File: config.mk
export PLATFORM = sky130hd
export DESIGN_NAME = reference_switch_control
export DESIGN_NICKNAME = d
export VERILOG_FILES = /design/src/ref_stop_pkg.sv /design/src/reference_switch_control.sv /design/src/stop_switch_sync.sv /design/src/stop_velocity_ramp.sv
export SDC_FILE = /design/constraint.sdc
export NUM_CORES = 1
export LEC_CHECK = 0
export BUFFER_PORTS_ARGS = -buffer_cell sky130_fd_sc_hd__clkbuf_2
export CAP_MARGIN = 20
export CORE_ASPECT_RATIO = 0.8
export CORE_MARGIN = 8
export CORE_UTILIZATION = 50
export DETAILED_ROUTE_END_ITERATION = 16
export PLACE_DENSITY = 0.71
export REMOVE_ABC_BUFFERS = 1
export SYNTH_ARGS = -nofsm -noshare
export SYNTH_HDL_FRONTEND = slang
export SYNTH_SLANG_ARGS = --single-unit
File: constraint.sdc
create_clock -name clock -period 9.22 [get_ports clock]
set_clock_uncertainty 0.05 [all_clocks]
set_input_delay 1.383 -clock clock [delete_from_list [all_inputs] [get_ports clock]]
set_output_delay 1.383 -clock clock [all_outputs]
set_load 0.05 [all_outputs]
File: src/ref_stop_pkg.sv
package ref_stop_pkg;

   localparam int DATA_W = 32;
   localparam int ADDR_W = 8;

   // Register map, byte-free word offsets on the plain register port
   localparam logic [ADDR_W-1:0] ADDR_GENERAL_CONFIG = 8'h00;
   localparam logic [ADDR_W-1:0] ADDR_REFERENCE_SWITCH_CONFIG = 8'h01;
   localparam logic [ADDR_W-1:0] ADDR_LATCH_READBACK = 8'h36;
   localparam logic [ADDR_W-1:0] ADDR_IRQ_STATUS = 8'h40;
   localparam logic [ADDR_W-1:0] ADDR_IRQ_MASK = 8'h41;
   localparam logic [ADDR_W-1:0] ADDR_VIRTUAL_LEFT_LIMIT = 8'h42;
   localparam logic [ADDR_W-1:0] ADDR_VIRTUAL_RIGHT_LIMIT = 8'h43;
   localparam logic [ADDR_W-1:0] ADDR_SOFT_DECEL_STEP = 8'h44;

   // General configuration: only the readback select bit is kept here
   localparam int GEN_LATCH_SELECT_BIT = 27;

   localparam logic [DATA_W-1:0] REF_CONFIG_RESET = 32'h00000000;
   localparam logic [DATA_W-1:0] LIMIT_RESET = 32'h00000000;
   localparam logic [DATA_W-1:0] DECEL_RESET = 32'h00000001;

   // Interrupt status and mask layout
   localparam int IRQ_W = 3;
   localparam int IRQ_EXT_STOP = 0;
   localparam int IRQ_VIRT_STOP = 1;
   localparam int IRQ_LATCH = 2;

   typedef enum logic [1:0]
   {
      VIRT_RESERVED_LOW = 2'h0,
      VIRT_HARD = 2'h1,
      VIRT_SOFT = 2'h2,
      VIRT_RESERVED_HIGH = 2'h3
   } virt_mode_t;

   typedef struct packed
   {
      logic [19:0] reserved;
      logic latchOnActiveLeft;
      logic latchOnInactiveLeft;
      virt_mode_t virtStopMode;
      logic virtRightEn;
      logic virtLeftEn;
      logic softStopEn;
      logic invertStopDirection;
      logic polRight;
      logic polLeft;
      logic enRight;
      logic enLeft;
   } ref_config_t;

   typedef struct packed
   {
      logic active;
      logic becameActive;
      logic becameInactive;
   } switch_state_t;

endpackage : ref_stop_pkg

File: src/reference_switch_control.sv
`timescale 1ns/100ps
// Behaviour
// RL1 - Left switch acts only when enabled (the position latch still uses left switch edges when enLeft is clear)
// RL2 - Right switch acts only when enabled
// RL3 - Left switch polarity selectable
// RL4 - Right switch polarity selectable
// RL5 - Switch to direction mapping, swappable
// RL6 - Hard external stop zeroes velocity
// RL7 - Soft external stop ramps velocity down
// RL8 - Left virtual limit only when enabled
// RL9 - Right virtual limit only when enabled
// RL10 - Virtual mode one is hard stop
// RL11 - Virtual mode two is soft ramp
// RL12 - Latch position when left goes inactive
// RL13 - Latch position when left goes active
// RL14 - Switch configuration resets to zero
// RL15 - Latched position readable at readback
// RL16 - Synchronise inputs, detect edges after polarity
// RL17 - Block only toward stopped direction
module reference_switch_control
(
   input wire logic clock,
   input wire logic rst,
   input wire logic [ref_stop_pkg::ADDR_W-1:0] address,
   input wire logic [ref_stop_pkg::DATA_W-1:0] writeData,
   input wire logic writeStrobe,
   input wire logic readStrobe,
   output logic [ref_stop_pkg::DATA_W-1:0] readData,
   input wire logic leftSwitchInput,
   input wire logic rightSwitchInput,
   input wire logic signed [ref_stop_pkg::DATA_W-1:0] actualPosition,
   input wire logic signed [ref_stop_pkg::DATA_W-1:0] velocityIn,
   input wire logic [ref_stop_pkg::DATA_W-1:0] revolutionCountReadback,
   output logic signed [ref_stop_pkg::DATA_W-1:0] actualVelocity,
   output logic blockNegative,
   output logic blockPositive,
   output logic irq
);

   localparam int DW = ref_stop_pkg::DATA_W;

   ref_stop_pkg::ref_config_t refConfig;
   ref_stop_pkg::ref_config_t writeConfig;
   ref_stop_pkg::switch_state_t leftState;
   ref_stop_pkg::switch_state_t rightState;

   logic latchSelect;
   logic [ref_stop_pkg::IRQ_W-1:0] irqStatus;
   logic [ref_stop_pkg::IRQ_W-1:0] irqMask;
   logic [ref_stop_pkg::IRQ_W-1:0] irqSet;
   logic [ref_stop_pkg::IRQ_W-1:0] irqClear;
   logic signed [DW-1:0] virtLeftLimit;
   logic signed [DW-1:0] virtRightLimit;
   logic [DW-1:0] softDecelStep;
   logic signed [DW-1:0] latchedPosition;

   logic leftOn;
   logic rightOn;
   logic extBlockNeg;
   logic extBlockPos;
   logic virtBlockNeg;
   logic virtBlockPos;
   logic movingNeg;
   logic movingPos;
   logic extStop;
   logic virtStop;
   logic virtHardMode;
   logic holdHard;
   logic holdSoft;
   logic extStopPrev;
   logic virtStopPrev;
   logic latchEvent;

   logic writeGeneral;
   logic writeRefConfig;
   logic writeStatus;
   logic writeMask;
   logic writeLeftLimit;
   logic writeRightLimit;
   logic writeDecel;

   // Register write decode
   assign writeGeneral = writeStrobe &
      (address == ref_stop_pkg::ADDR_GENERAL_CONFIG);
   assign writeRefConfig = writeStrobe &
      (address == ref_stop_pkg::ADDR_REFERENCE_SWITCH_CONFIG);
   assign writeStatus = writeStrobe &
      (address == ref_stop_pkg::ADDR_IRQ_STATUS);
   assign writeMask = writeStrobe &
      (address == ref_stop_pkg::ADDR_IRQ_MASK);
   assign writeLeftLimit = writeStrobe &
      (address == ref_stop_pkg::ADDR_VIRTUAL_LEFT_LIMIT);
   assign writeRightLimit = writeStrobe &
      (address == ref_stop_pkg::ADDR_VIRTUAL_RIGHT_LIMIT);
   assign writeDecel = writeStrobe &
      (address == ref_stop_pkg::ADDR_SOFT_DECEL_STEP);

   // Reserved bits never stored, so they read back as zero
   always_comb
   begin
      writeConfig = ref_stop_pkg::ref_config_t'(writeData);
      writeConfig.reserved = '0;
   end

   always_ff @(posedge clock or posedge rst)
   begin
      if (rst)
         refConfig <= ref_stop_pkg::ref_config_t'(
            ref_stop_pkg::REF_CONFIG_RESET); // RL14
      else if (writeRefConfig)
         refConfig <= writeConfig;
   end

   always_ff @(posedge clock or posedge rst)
   begin
      if (rst)
         latchSelect <= 1'b0;
      else if (writeGeneral)
         latchSelect <= writeData[ref_stop_pkg::GEN_LATCH_SELECT_BIT];
   end

   always_ff @(posedge clock or posedge rst)
   begin
      if (rst)
      begin
         virtLeftLimit <= ref_stop_pkg::LIMIT_RESET;
         virtRightLimit <= ref_stop_pkg::LIMIT_RESET;
      end
      else
      begin
         if (writeLeftLimit)
            virtLeftLimit <= writeData;
         if (writeRightLimit)
            virtRightLimit <= writeData;
      end
   end

   always_ff @(posedge clock or posedge rst)
   begin
      if (rst)
         softDecelStep <= ref_stop_pkg::DECEL_RESET;
      else if (writeDecel)
         softDecelStep <= writeData;
   end

   // Switch inputs
   stop_switch_sync u_left_sync
   (
      .clock(clock),
      .rst(rst),
      .pinIn(leftSwitchInput),
      .activeHigh(refConfig.polLeft), // RL3
      .state(leftState)
   );

   stop_switch_sync u_right_sync
   (
      .clock(clock),
      .rst(rst),
      .pinIn(rightSwitchInput),
      .activeHigh(refConfig.polRight), // RL4
      .state(rightState)
   );

   assign leftOn = leftState.active & refConfig.enLeft; // RL1
   assign rightOn = rightState.active & refConfig.enRight; // RL2

   // Default left guards negative travel, right guards positive
   assign extBlockNeg = refConfig.invertStopDirection ? rightOn : leftOn; // RL5
   assign extBlockPos = refConfig.invertStopDirection ? leftOn : rightOn; // RL5

   assign virtBlockNeg = refConfig.virtLeftEn &
      (actualPosition <= virtLeftLimit); // RL8
   assign virtBlockPos = refConfig.virtRightEn &
      (actualPosition >= virtRightLimit); // RL9

   // Direction taken from the commanded velocity
   assign movingNeg = velocityIn[DW-1];
   assign movingPos = ~velocityIn[DW-1] & (|velocityIn);

   assign extStop = (extBlockNeg & movingNeg) |
      (extBlockPos & movingPos); // RL17
   assign virtStop = (virtBlockNeg & movingNeg) |
      (virtBlockPos & movingPos); // RL17

   // Reserved mode codes fall back to the safer hard stop
   assign virtHardMode = refConfig.virtStopMode != ref_stop_pkg::VIRT_SOFT; // RL10

   // Hard stop wins when both kinds of stop are pending
   assign holdHard = (extStop & ~refConfig.softStopEn) |
      (virtStop & virtHardMode); // RL6 RL10
   assign holdSoft = (extStop & refConfig.softStopEn) |
      (virtStop & ~virtHardMode); // RL7 RL11

   stop_velocity_ramp
   #(
      .W(DW)
   )
   u_ramp
   (
      .clock(clock),
      .rst(rst),
      .velocityIn(velocityIn),
      .holdHard(holdHard),
      .holdSoft(holdSoft),
      .decelStep(softDecelStep),
      .velocityOut(actualVelocity)
   );

   always_ff @(posedge clock or posedge rst)
   begin
      if (rst)
      begin
         blockNegative <= 1'b0;
         blockPositive <= 1'b0;
      end
      else
      begin
         blockNegative <= extBlockNeg | virtBlockNeg; // RL17
         blockPositive <= extBlockPos | virtBlockPos; // RL17
      end
   end

   // Position latch on left switch edges, independent of its enable
   assign latchEvent =
      (refConfig.latchOnInactiveLeft & leftState.becameInactive) | // RL12
      (refConfig.latchOnActiveLeft & leftState.becameActive); // RL13

   always_ff @(posedge clock or posedge rst)
   begin
      if (rst)
         latchedPosition <= '0;
      else if (latchEvent)
         latchedPosition <= actualPosition; // RL12 RL13
   end

   // Interrupt events
   always_ff @(posedge clock or posedge rst)
   begin
      if (rst)
      begin
         extStopPrev <= 1'b0;
         virtStopPrev <= 1'b0;
      end
      else
      begin
         extStopPrev <= extStop;
         virtStopPrev <= virtStop;
      end
   end

   always_comb
   begin
      irqSet = '0;
      irqSet[ref_stop_pkg::IRQ_EXT_STOP] = extStop & ~extStopPrev;
      irqSet[ref_stop_pkg::IRQ_VIRT_STOP] = virtStop & ~virtStopPrev;
      irqSet[ref_stop_pkg::IRQ_LATCH] = latchEvent;
      irqClear = writeStatus ? writeData[ref_stop_pkg::IRQ_W-1:0] : '0;
   end

   // A new event in the clearing cycle stays set
   always_ff @(posedge clock or posedge rst)
   begin
      if (rst)
         irqStatus <= '0;
      else
         irqStatus <= (irqStatus & ~irqClear) | irqSet;
   end

   always_ff @(posedge clock or posedge rst)
   begin
      if (rst)
         irqMask <= '0;
      else if (writeMask)
         irqMask <= writeData[ref_stop_pkg::IRQ_W-1:0];
   end

   assign irq = |(irqStatus & irqMask);

   // Read data valid only in the cycle after the strobe
   always_ff @(posedge clock or posedge rst)
   begin
      if (rst)
         readData <= '0;
      else if (readStrobe)
      begin
         case (address)
            ref_stop_pkg::ADDR_GENERAL_CONFIG:
            begin
               readData <= '0;
               readData[ref_stop_pkg::GEN_LATCH_SELECT_BIT] <= latchSelect;
            end
            ref_stop_pkg::ADDR_REFERENCE_SWITCH_CONFIG:
               readData <= refConfig;
            ref_stop_pkg::ADDR_LATCH_READBACK:
               readData <= latchSelect ? revolutionCountReadback
                  : latchedPosition; // RL15
            ref_stop_pkg::ADDR_IRQ_STATUS:
               readData <= DW'(irqStatus);
            ref_stop_pkg::ADDR_IRQ_MASK:
               readData <= DW'(irqMask);
            ref_stop_pkg::ADDR_VIRTUAL_LEFT_LIMIT:
               readData <= virtLeftLimit;
            ref_stop_pkg::ADDR_VIRTUAL_RIGHT_LIMIT:
               readData <= virtRightLimit;
            ref_stop_pkg::ADDR_SOFT_DECEL_STEP:
               readData <= softDecelStep;
            default:
               readData <= '0;
         endcase
      end
      else
         readData <= '0;
   end

endmodule : reference_switch_control

File: src/stop_switch_sync.sv
`timescale 1ns/100ps
module stop_switch_sync
(
   input wire logic clock,
   input wire logic rst,
   input wire logic pinIn,
   input wire logic activeHigh,
   output ref_stop_pkg::switch_state_t state
);

   logic syncFirst;
   logic syncSecond;
   logic level;
   logic prevLevel;

   always_ff @(posedge clock or posedge rst)
   begin
      if (rst)
      begin
         // Idle pin level under reset polarity: no false edge after reset
         syncFirst <= 1'b1;
         syncSecond <= 1'b1;
      end
      else
      begin
         syncFirst <= pinIn;
         syncSecond <= syncFirst;
      end
   end

   // Polarity change may itself show as one edge
   always_ff @(posedge clock or posedge rst)
   begin
      if (rst)
      begin
         level <= 1'b0;
         prevLevel <= 1'b0;
      end
      else
      begin
         level <= activeHigh ? syncSecond : ~syncSecond; // RL16
         prevLevel <= level; // RL16
      end
   end

   assign state.active = level;
   assign state.becameActive = level & ~prevLevel; // RL16
   assign state.becameInactive = ~level & prevLevel; // RL16

endmodule : stop_switch_sync

File: src/stop_velocity_ramp.sv
`timescale 1ns/100ps
module stop_velocity_ramp
#(
   parameter int W = 32
)
(
   input wire logic clock,
   input wire logic rst,
   input wire logic signed [W-1:0] velocityIn,
   input wire logic holdHard,
   input wire logic holdSoft,
   input wire logic [W-1:0] decelStep,
   output logic signed [W-1:0] velocityOut
);

   logic [W-1:0] magnitude;
   logic signed [W-1:0] next_velocity;

   always_comb
   begin
      magnitude = velocityOut[W-1] ? W'(-velocityOut) : W'(velocityOut);
      if (holdHard)
         next_velocity = '0;
      else if (holdSoft)
      begin
         // Never overshoots through zero into the blocked direction
         if (magnitude <= decelStep)
            next_velocity = '0;
         else if (velocityOut[W-1])
            next_velocity = W'(velocityOut + $signed(decelStep));
         else
            next_velocity = W'(velocityOut - $signed(decelStep));
      end
      else
         next_velocity = velocityIn;
   end

   always_ff @(posedge clock or posedge rst)
   begin
      if (rst)
         velocityOut <= '0;
      else
         velocityOut <= next_velocity;
   end

endmodule : stop_velocity_ramp

# Yosys cells after proc, flatten, opt, wreduce, memory -nomap -nowiden
# Cells that the tools add are included.
[word_totals] in_bits=142 n_memories=0 romBits=0 mem_bits_rw=0 latchBits=0 ff_bits=222 output_inout_bits=67
[classes] addsub=3 shifts=0 magnitude_cmp=3 n_div=0 eq_ne=8 multipliers=0 n_bitwise=46 n_reduce_logical=3 muxes=13
[op_table] cell="$pmux 32 s8" count=1
[op_table] cell="$mux 32" count=7
[op_table] cell="$le 32x32->1" count=2
[op_table] cell="$eq 8x7->1 const B" count=5
[op_table] cell="$add 32x32->32" count=1
[op_table] cell="$ge 32x32->1" count=1
[op_table] cell="$neg 32->32" count=1
[op_table] cell="$reduce_or 32->1" count=1
[op_table] cell="$sub 32x32->32" count=1
[op_table] cell="$and 1x1->1" count=26
[op_table] cell="$not 1->1" count=9
[op_table] cell="$eq 8x1->1 const B" count=1
[op_table] cell="$eq 8x6->1 const B" count=1
[op_table] cell="$logic_not 8->1" count=1
[op_table] cell="$or 1x1->1" count=7
[op_table] cell="$and 3x3->3" count=2
[op_table] cell="$mux 1" count=4
[op_table] cell="$mux 3" count=1
[op_table] cell="$not 3->3" count=1
[op_table] cell="$or 3x3->3" count=1
[op_table] cell="$reduce_or 3->1" count=1
[op_table] cell="$ne 2x2->1 const B" count=1

# Longest topological paths before layout
[logic_depth] ltp_word=8 ltp_mapped=20

# By module
# From an unflattened synthesis, not the netlist that was laid out.
[unflattened] hier_cells=1432 hier_area_um2=14677.8
[modules_own_cells] mod="reference_switch_control" cells_per_inst=817 instances=1 area_per_inst_um2=9611.7 seq_area_each_um2=4580.6
[modules_own_cells] mod="stop_velocity_ramp" cells_per_inst=597 instances=1 area_per_inst_um2=4790.8 seq_area_each_um2=800.8
[modules_own_cells] mod="stop_switch_sync" cells_per_inst=9 instances=2 area_per_inst_um2=137.6 seq_area_each_um2=102.6

# Least setup slack after synthesis
# OpenSTA, ideal clock, no wires.
[synth_path] path_type="reg2reg" start="register u_ramp.velocityOut[7]" end="register u_ramp.velocityOut[3]" required_ns=9.046 path_buffers=1 setup_slack_ns=4.483 setup_time_ns=0.124 path_stages_with_launch=20 period_less_slack_ns=4.737 t_arrival_ns=4.564 path_cell_list="dfrtp_1 or4_1 nor3_1 nand2_1 or4_1 nand2b_1 nand2b_1 o41ai_1 xnor2_1 ha_1 a21oi_1 o21ai_0 a21o_1 a211oi_1 o21ai_0 o21ai_0 clkbuf_1 nor3_1 o21ai_0 a21oi_1"
[synth_between] elab_chain_cells=6
[synth_rtl] item="start, declared" line="stop_velocity_ramp.sv:13" text="output logic signed [W-1:0] velocityOut"
[synth_rtl] item="start signal, assigned" line="stop_velocity_ramp.sv:43" text="velocityOut <= next_velocity;"
[synth_rtl] item="$neg 32->32" line="stop_velocity_ramp.sv:21" text="magnitude = velocityOut[W-1] ? W'(-velocityOut) : W'(velocityOut);"
[synth_rtl] item="$mux 32 (*)" line="stop_velocity_ramp.sv:21"
[synth_rtl] item="$le 32x32->1 (*)" line="stop_velocity_ramp.sv:27" text="if (magnitude <= decelStep)"
[synth_rtl] item="$mux 32 (*)" line="stop_velocity_ramp.sv:27"
[synth_rtl] item="$mux 32 (*)" line="stop_velocity_ramp.sv:24" text="else if (holdSoft)"
[synth_rtl] item="$mux 32 (*)" line="stop_velocity_ramp.sv:22" text="if (holdHard)"
[synth_rtl] item="net u_ramp.next_velocity[3]" line="stop_velocity_ramp.sv:17" text="logic signed [W-1:0] next_velocity;"
# The timed path passes the listed nets; every way through them passes the cells marked *.
# A chain may end at the register's enable or synchronous reset.

# Final worst setup path
[layout_path] start="register u_ramp.velocityOut[6]" end="register u_ramp.velocityOut[30]"
[layout_between] elab_chain_cells=6
[layout_rtl] item="$neg 32->32" line="stop_velocity_ramp.sv:21"
[layout_rtl] item="$mux 32" line="stop_velocity_ramp.sv:21"
[layout_rtl] item="$le 32x32->1" line="stop_velocity_ramp.sv:27"
[layout_rtl] item="$mux 32 (*)" line="stop_velocity_ramp.sv:27"
[layout_rtl] item="$mux 32 (*)" line="stop_velocity_ramp.sv:24"
[layout_rtl] item="$mux 32 (*)" line="stop_velocity_ramp.sv:22"
[layout_rtl] item="net u_ramp.next_velocity[30]" line="stop_velocity_ramp.sv:17"
# Marks and branches as above.

==> results.cfg <==
[floorplanning]
initial_core_util_pct = 51.0
rows = 56
dieWidth_um = 209
core-area_um2 = 29400
fp.dieArea_um2 = 35700
io-pin-count = 209
fp.dieH_um = 171

[drt]
avgRoutedWirePerCell_um = 21.9
vias = 13200
drt-initial-drc-count = 1210
drc = 0
wl_um = 47200
dr.pass1.iters = 8
ant_nets = 0
vias_per_cell = 6.11

[status]
status = complete, no violations

[synth]
syn_inst = 1576
ys_warn_count = 0
synth_edf_count = 0
synth.ff_latch_count = 222
synth_cell_types = 81
yosysSeqAreaShare_pct = 37.2
avgSynthCellArea_um2 = 9.49
synth_area_um2 = 15000
synthArstFlopShare_pct = 100
synth-main-ff-cell = dfrtp_1

[clocking]
cts_htree_levels = 1
cts-root-buf = clkbuf_16
ctsResizeCount = 0
cts_buffers = 25
insertion_delay_ns = 0.54
post_cts_buffers = 0
cts_max_path_buffers = 3
clkSlewWorstSetupHoldPaths_ns = 0.06
cts_tree = done
clock-sinks = 222
cts_hold_buf = 0

[cells_and_area]
layout-drive-gt1-share_pct = 24.7
nets = 2033
syn_to_final_growth_pct = 14.9

[sta]
max_freq_ghz = 0.184
drv_slew = 0
finalCritPeriodShare_pct = 59.1
finalSetupViolCount = 0
relSlewSlack_pct = 25.0
period_needed_ns = 5.45
worst_slew_pin_slew_ns = 1.11
fin_ws_ns = 3.77
hold_violations = 0
setup_tns_ns = 0
grt_setup_unrepaired = false

[setup_path]
worstReg2RegEnd = u_ramp.velocityOut[30]$_DFF_PP0_
cp_slowest_cell = o21a_1
endpoint = u_ramp.velocityOut[30]$_DFF_PP0_
reg2reg_slack_ns = 3.77
critPathLaunch = u_ramp.velocityOut[6]$_DFF_PP0_
critPathRequiredTime_ns = 9.63
worstRegToRegCells = 16
worst_setup_path_end_kind = flip-flop
reg2reg_from = u_ramp.velocityOut[6]$_DFF_PP0_
crit_type = reg2reg
max_stage_delay_ns = 0.75
critPathMaxFanout = 20
path_cells = or4_1, nor3_1, nand2_1, or4_1, nand2b_1, nand2b_1, o41ai_1, xnor2_1, ha_1, nand4_1, nor4_1, nor2_1, a21oi_1, o21a_1, o221ai_1, a21oi_2
arrival_ns = 5.86
start_kind = flip-flop

[pwr]
power_density_nw_per_um2 = 179
vdd_drop_max_uv = 128
p_leak_uw = 0.00809

[run]
maxCapViolations = 0

[place]
pre_cts_ws_ns = 3.93
io_buffers = 208
dp_hpwl_um = 34900
gp_congestion = 0.920

[global_route]
grt_pass1_vias = 13200
grt.overflow.total = 0
antenna_found_initial = 2
grt_max_degree = 82
grtUsageTotal_pct = 25.8
grt_pass1_wl_um = 73700

[min_path]
hold_path_class = reg2reg
report_power, final:
part           internal [uW]  total (uW)  switching, uW
clock network            611        1040            427
registers               1070        1140           72.4
logic                    375         890            515
total                   2060        3070           1010
how the worst min path moves through the flow:
stage                                        endpoint  depth (start not counted)                        startpoint
finish              u_right_sync.syncSecond$_DFF_PP1_                          0  u_right_sync.syncFirst$_DFF_PP1_
global route        u_right_sync.syncSecond$_DFF_PP1_                          0  u_right_sync.syncFirst$_DFF_PP1_
CTS                  u_left_sync.syncSecond$_DFF_PP1_                          0   u_left_sync.syncFirst$_DFF_PP1_
detailed placement   u_left_sync.syncSecond$_DFF_PP1_                          0   u_left_sync.syncFirst$_DFF_PP1_
global placement     u_left_sync.syncSecond$_DFF_PP1_                          0   u_left_sync.syncFirst$_DFF_PP1_
floorplan            u_left_sync.syncSecond$_DFF_PP1_                          0   u_left_sync.syncFirst$_DFF_PP1_
cells by family after synthesis:
family / count (synthesis) / share of synthesized area, %
compound gates: 418 / 18.5
xor+xnor: 82 / 4.80
fa+ha+maj: 130 / 10.9
buf+inv: 178 / 5.05
flops: 222 / 37.2
mux: 140 / 10.6
simple gates: 406 / 13.0
stage by stage:
stage | total power [uW] | cells | utilization, % | instance area, um2 | hold slack (ns)
CTS | 3080 | 2154 | 58.4 | 17200 | 0.310
global route | 3220 | 2157 | 58.5 | 17200 | 0.311
finish | 3070 | 2157 | 58.5 | 17200 | 0.309
global placement | 2010 | 2109 | 55.5 | 16300 | 0.301
detailed placement | 2030 | 2109 | 55.5 | 16300 | 0.301
floorplan | 1780 | 1508 | - | 14600 | 0.295
Yosys cell counts (22+ instances only):
cell type / n / area (um2)
nor2_1: 92 / 345
mux2i_1: 23 / 230
inv_1: 110 / 413
xnor2_1: 74 / 648
mux2_2: 114 / 1280
nand4_1: 28 / 175
a21oi_1: 87 / 435
nor4_1: 22 / 138
o211ai_1: 24 / 180
dfrtp_1: 217 / 5430
nand3_1: 56 / 280
ha_1: 129 / 1610
clkbuf_1: 45 / 169
o21ai_0: 125 / 626
nand2_1: 140 / 526
routing by layer:
| layer | global-route usage (%) | part of all wire (%) |
|---|---|---|
| met2 | 40.4 | 44 |
| met1 | 35.6 | 45 |
| met3 | 5.50 | 7.9 |
| met5 | 0 | 0.028 |
| met4 | 7.74 | 3.3 |
flip-flops by register name, indices dropped and copies added (netlist names), 3 cells and up:
register	count
latchedPosition	32
virtRightLimit	32
refConfig	12
u_ramp.velocityOut	32
virtLeftLimit	32
irqStatus	3
softDecelStep	32
readData	32
irqMask	3
placed cells by master, fill, tap and decap left out, types with 22 or more instances in the layout:
cell type / synthesis / routed
a21oi_1: 87 / 87
dfrtp_1: 217 / 216
xnor2_1: 74 / 74
clkbuf_2: 0 / 209
nor2_1: 92 / 91
inv_1: 110 / 109
o21ai_0: 125 / 124
mux2i_1: 23 / 23
o211ai_1: 24 / 24
nand2_1: 140 / 140
clkbuf_16: 0 / 25
nand3_1: 56 / 56
nor4_1: 22 / 22
nand4_1: 28 / 28
mux2_2: 114 / 114
ha_1: 129 / 129
cell type report:
class | instances | area, um2
fillers | 2564 | 12200
inverters | 110 | 420
flip-flops and latches | 222 | 5560
well taps | 377 | 472
clock buffers | 35 | 733
diodes | 1 | 2.50
clock inverters | 10 | 119
multi-input cells | 1176 | 8680
repair buffers | 226 | 1190
critical path, delay by kind of cell (launching register included):
kind	cells	cell delay (ns)
DFF	1	0.44
AOI/OAI and AO/OA	5	1.77
and+or+nand+nor	9	2.62
adders and majority gates	1	0.34
xor gates and xnor gates	1	0.13
Power figures use the tool's default switching activity.
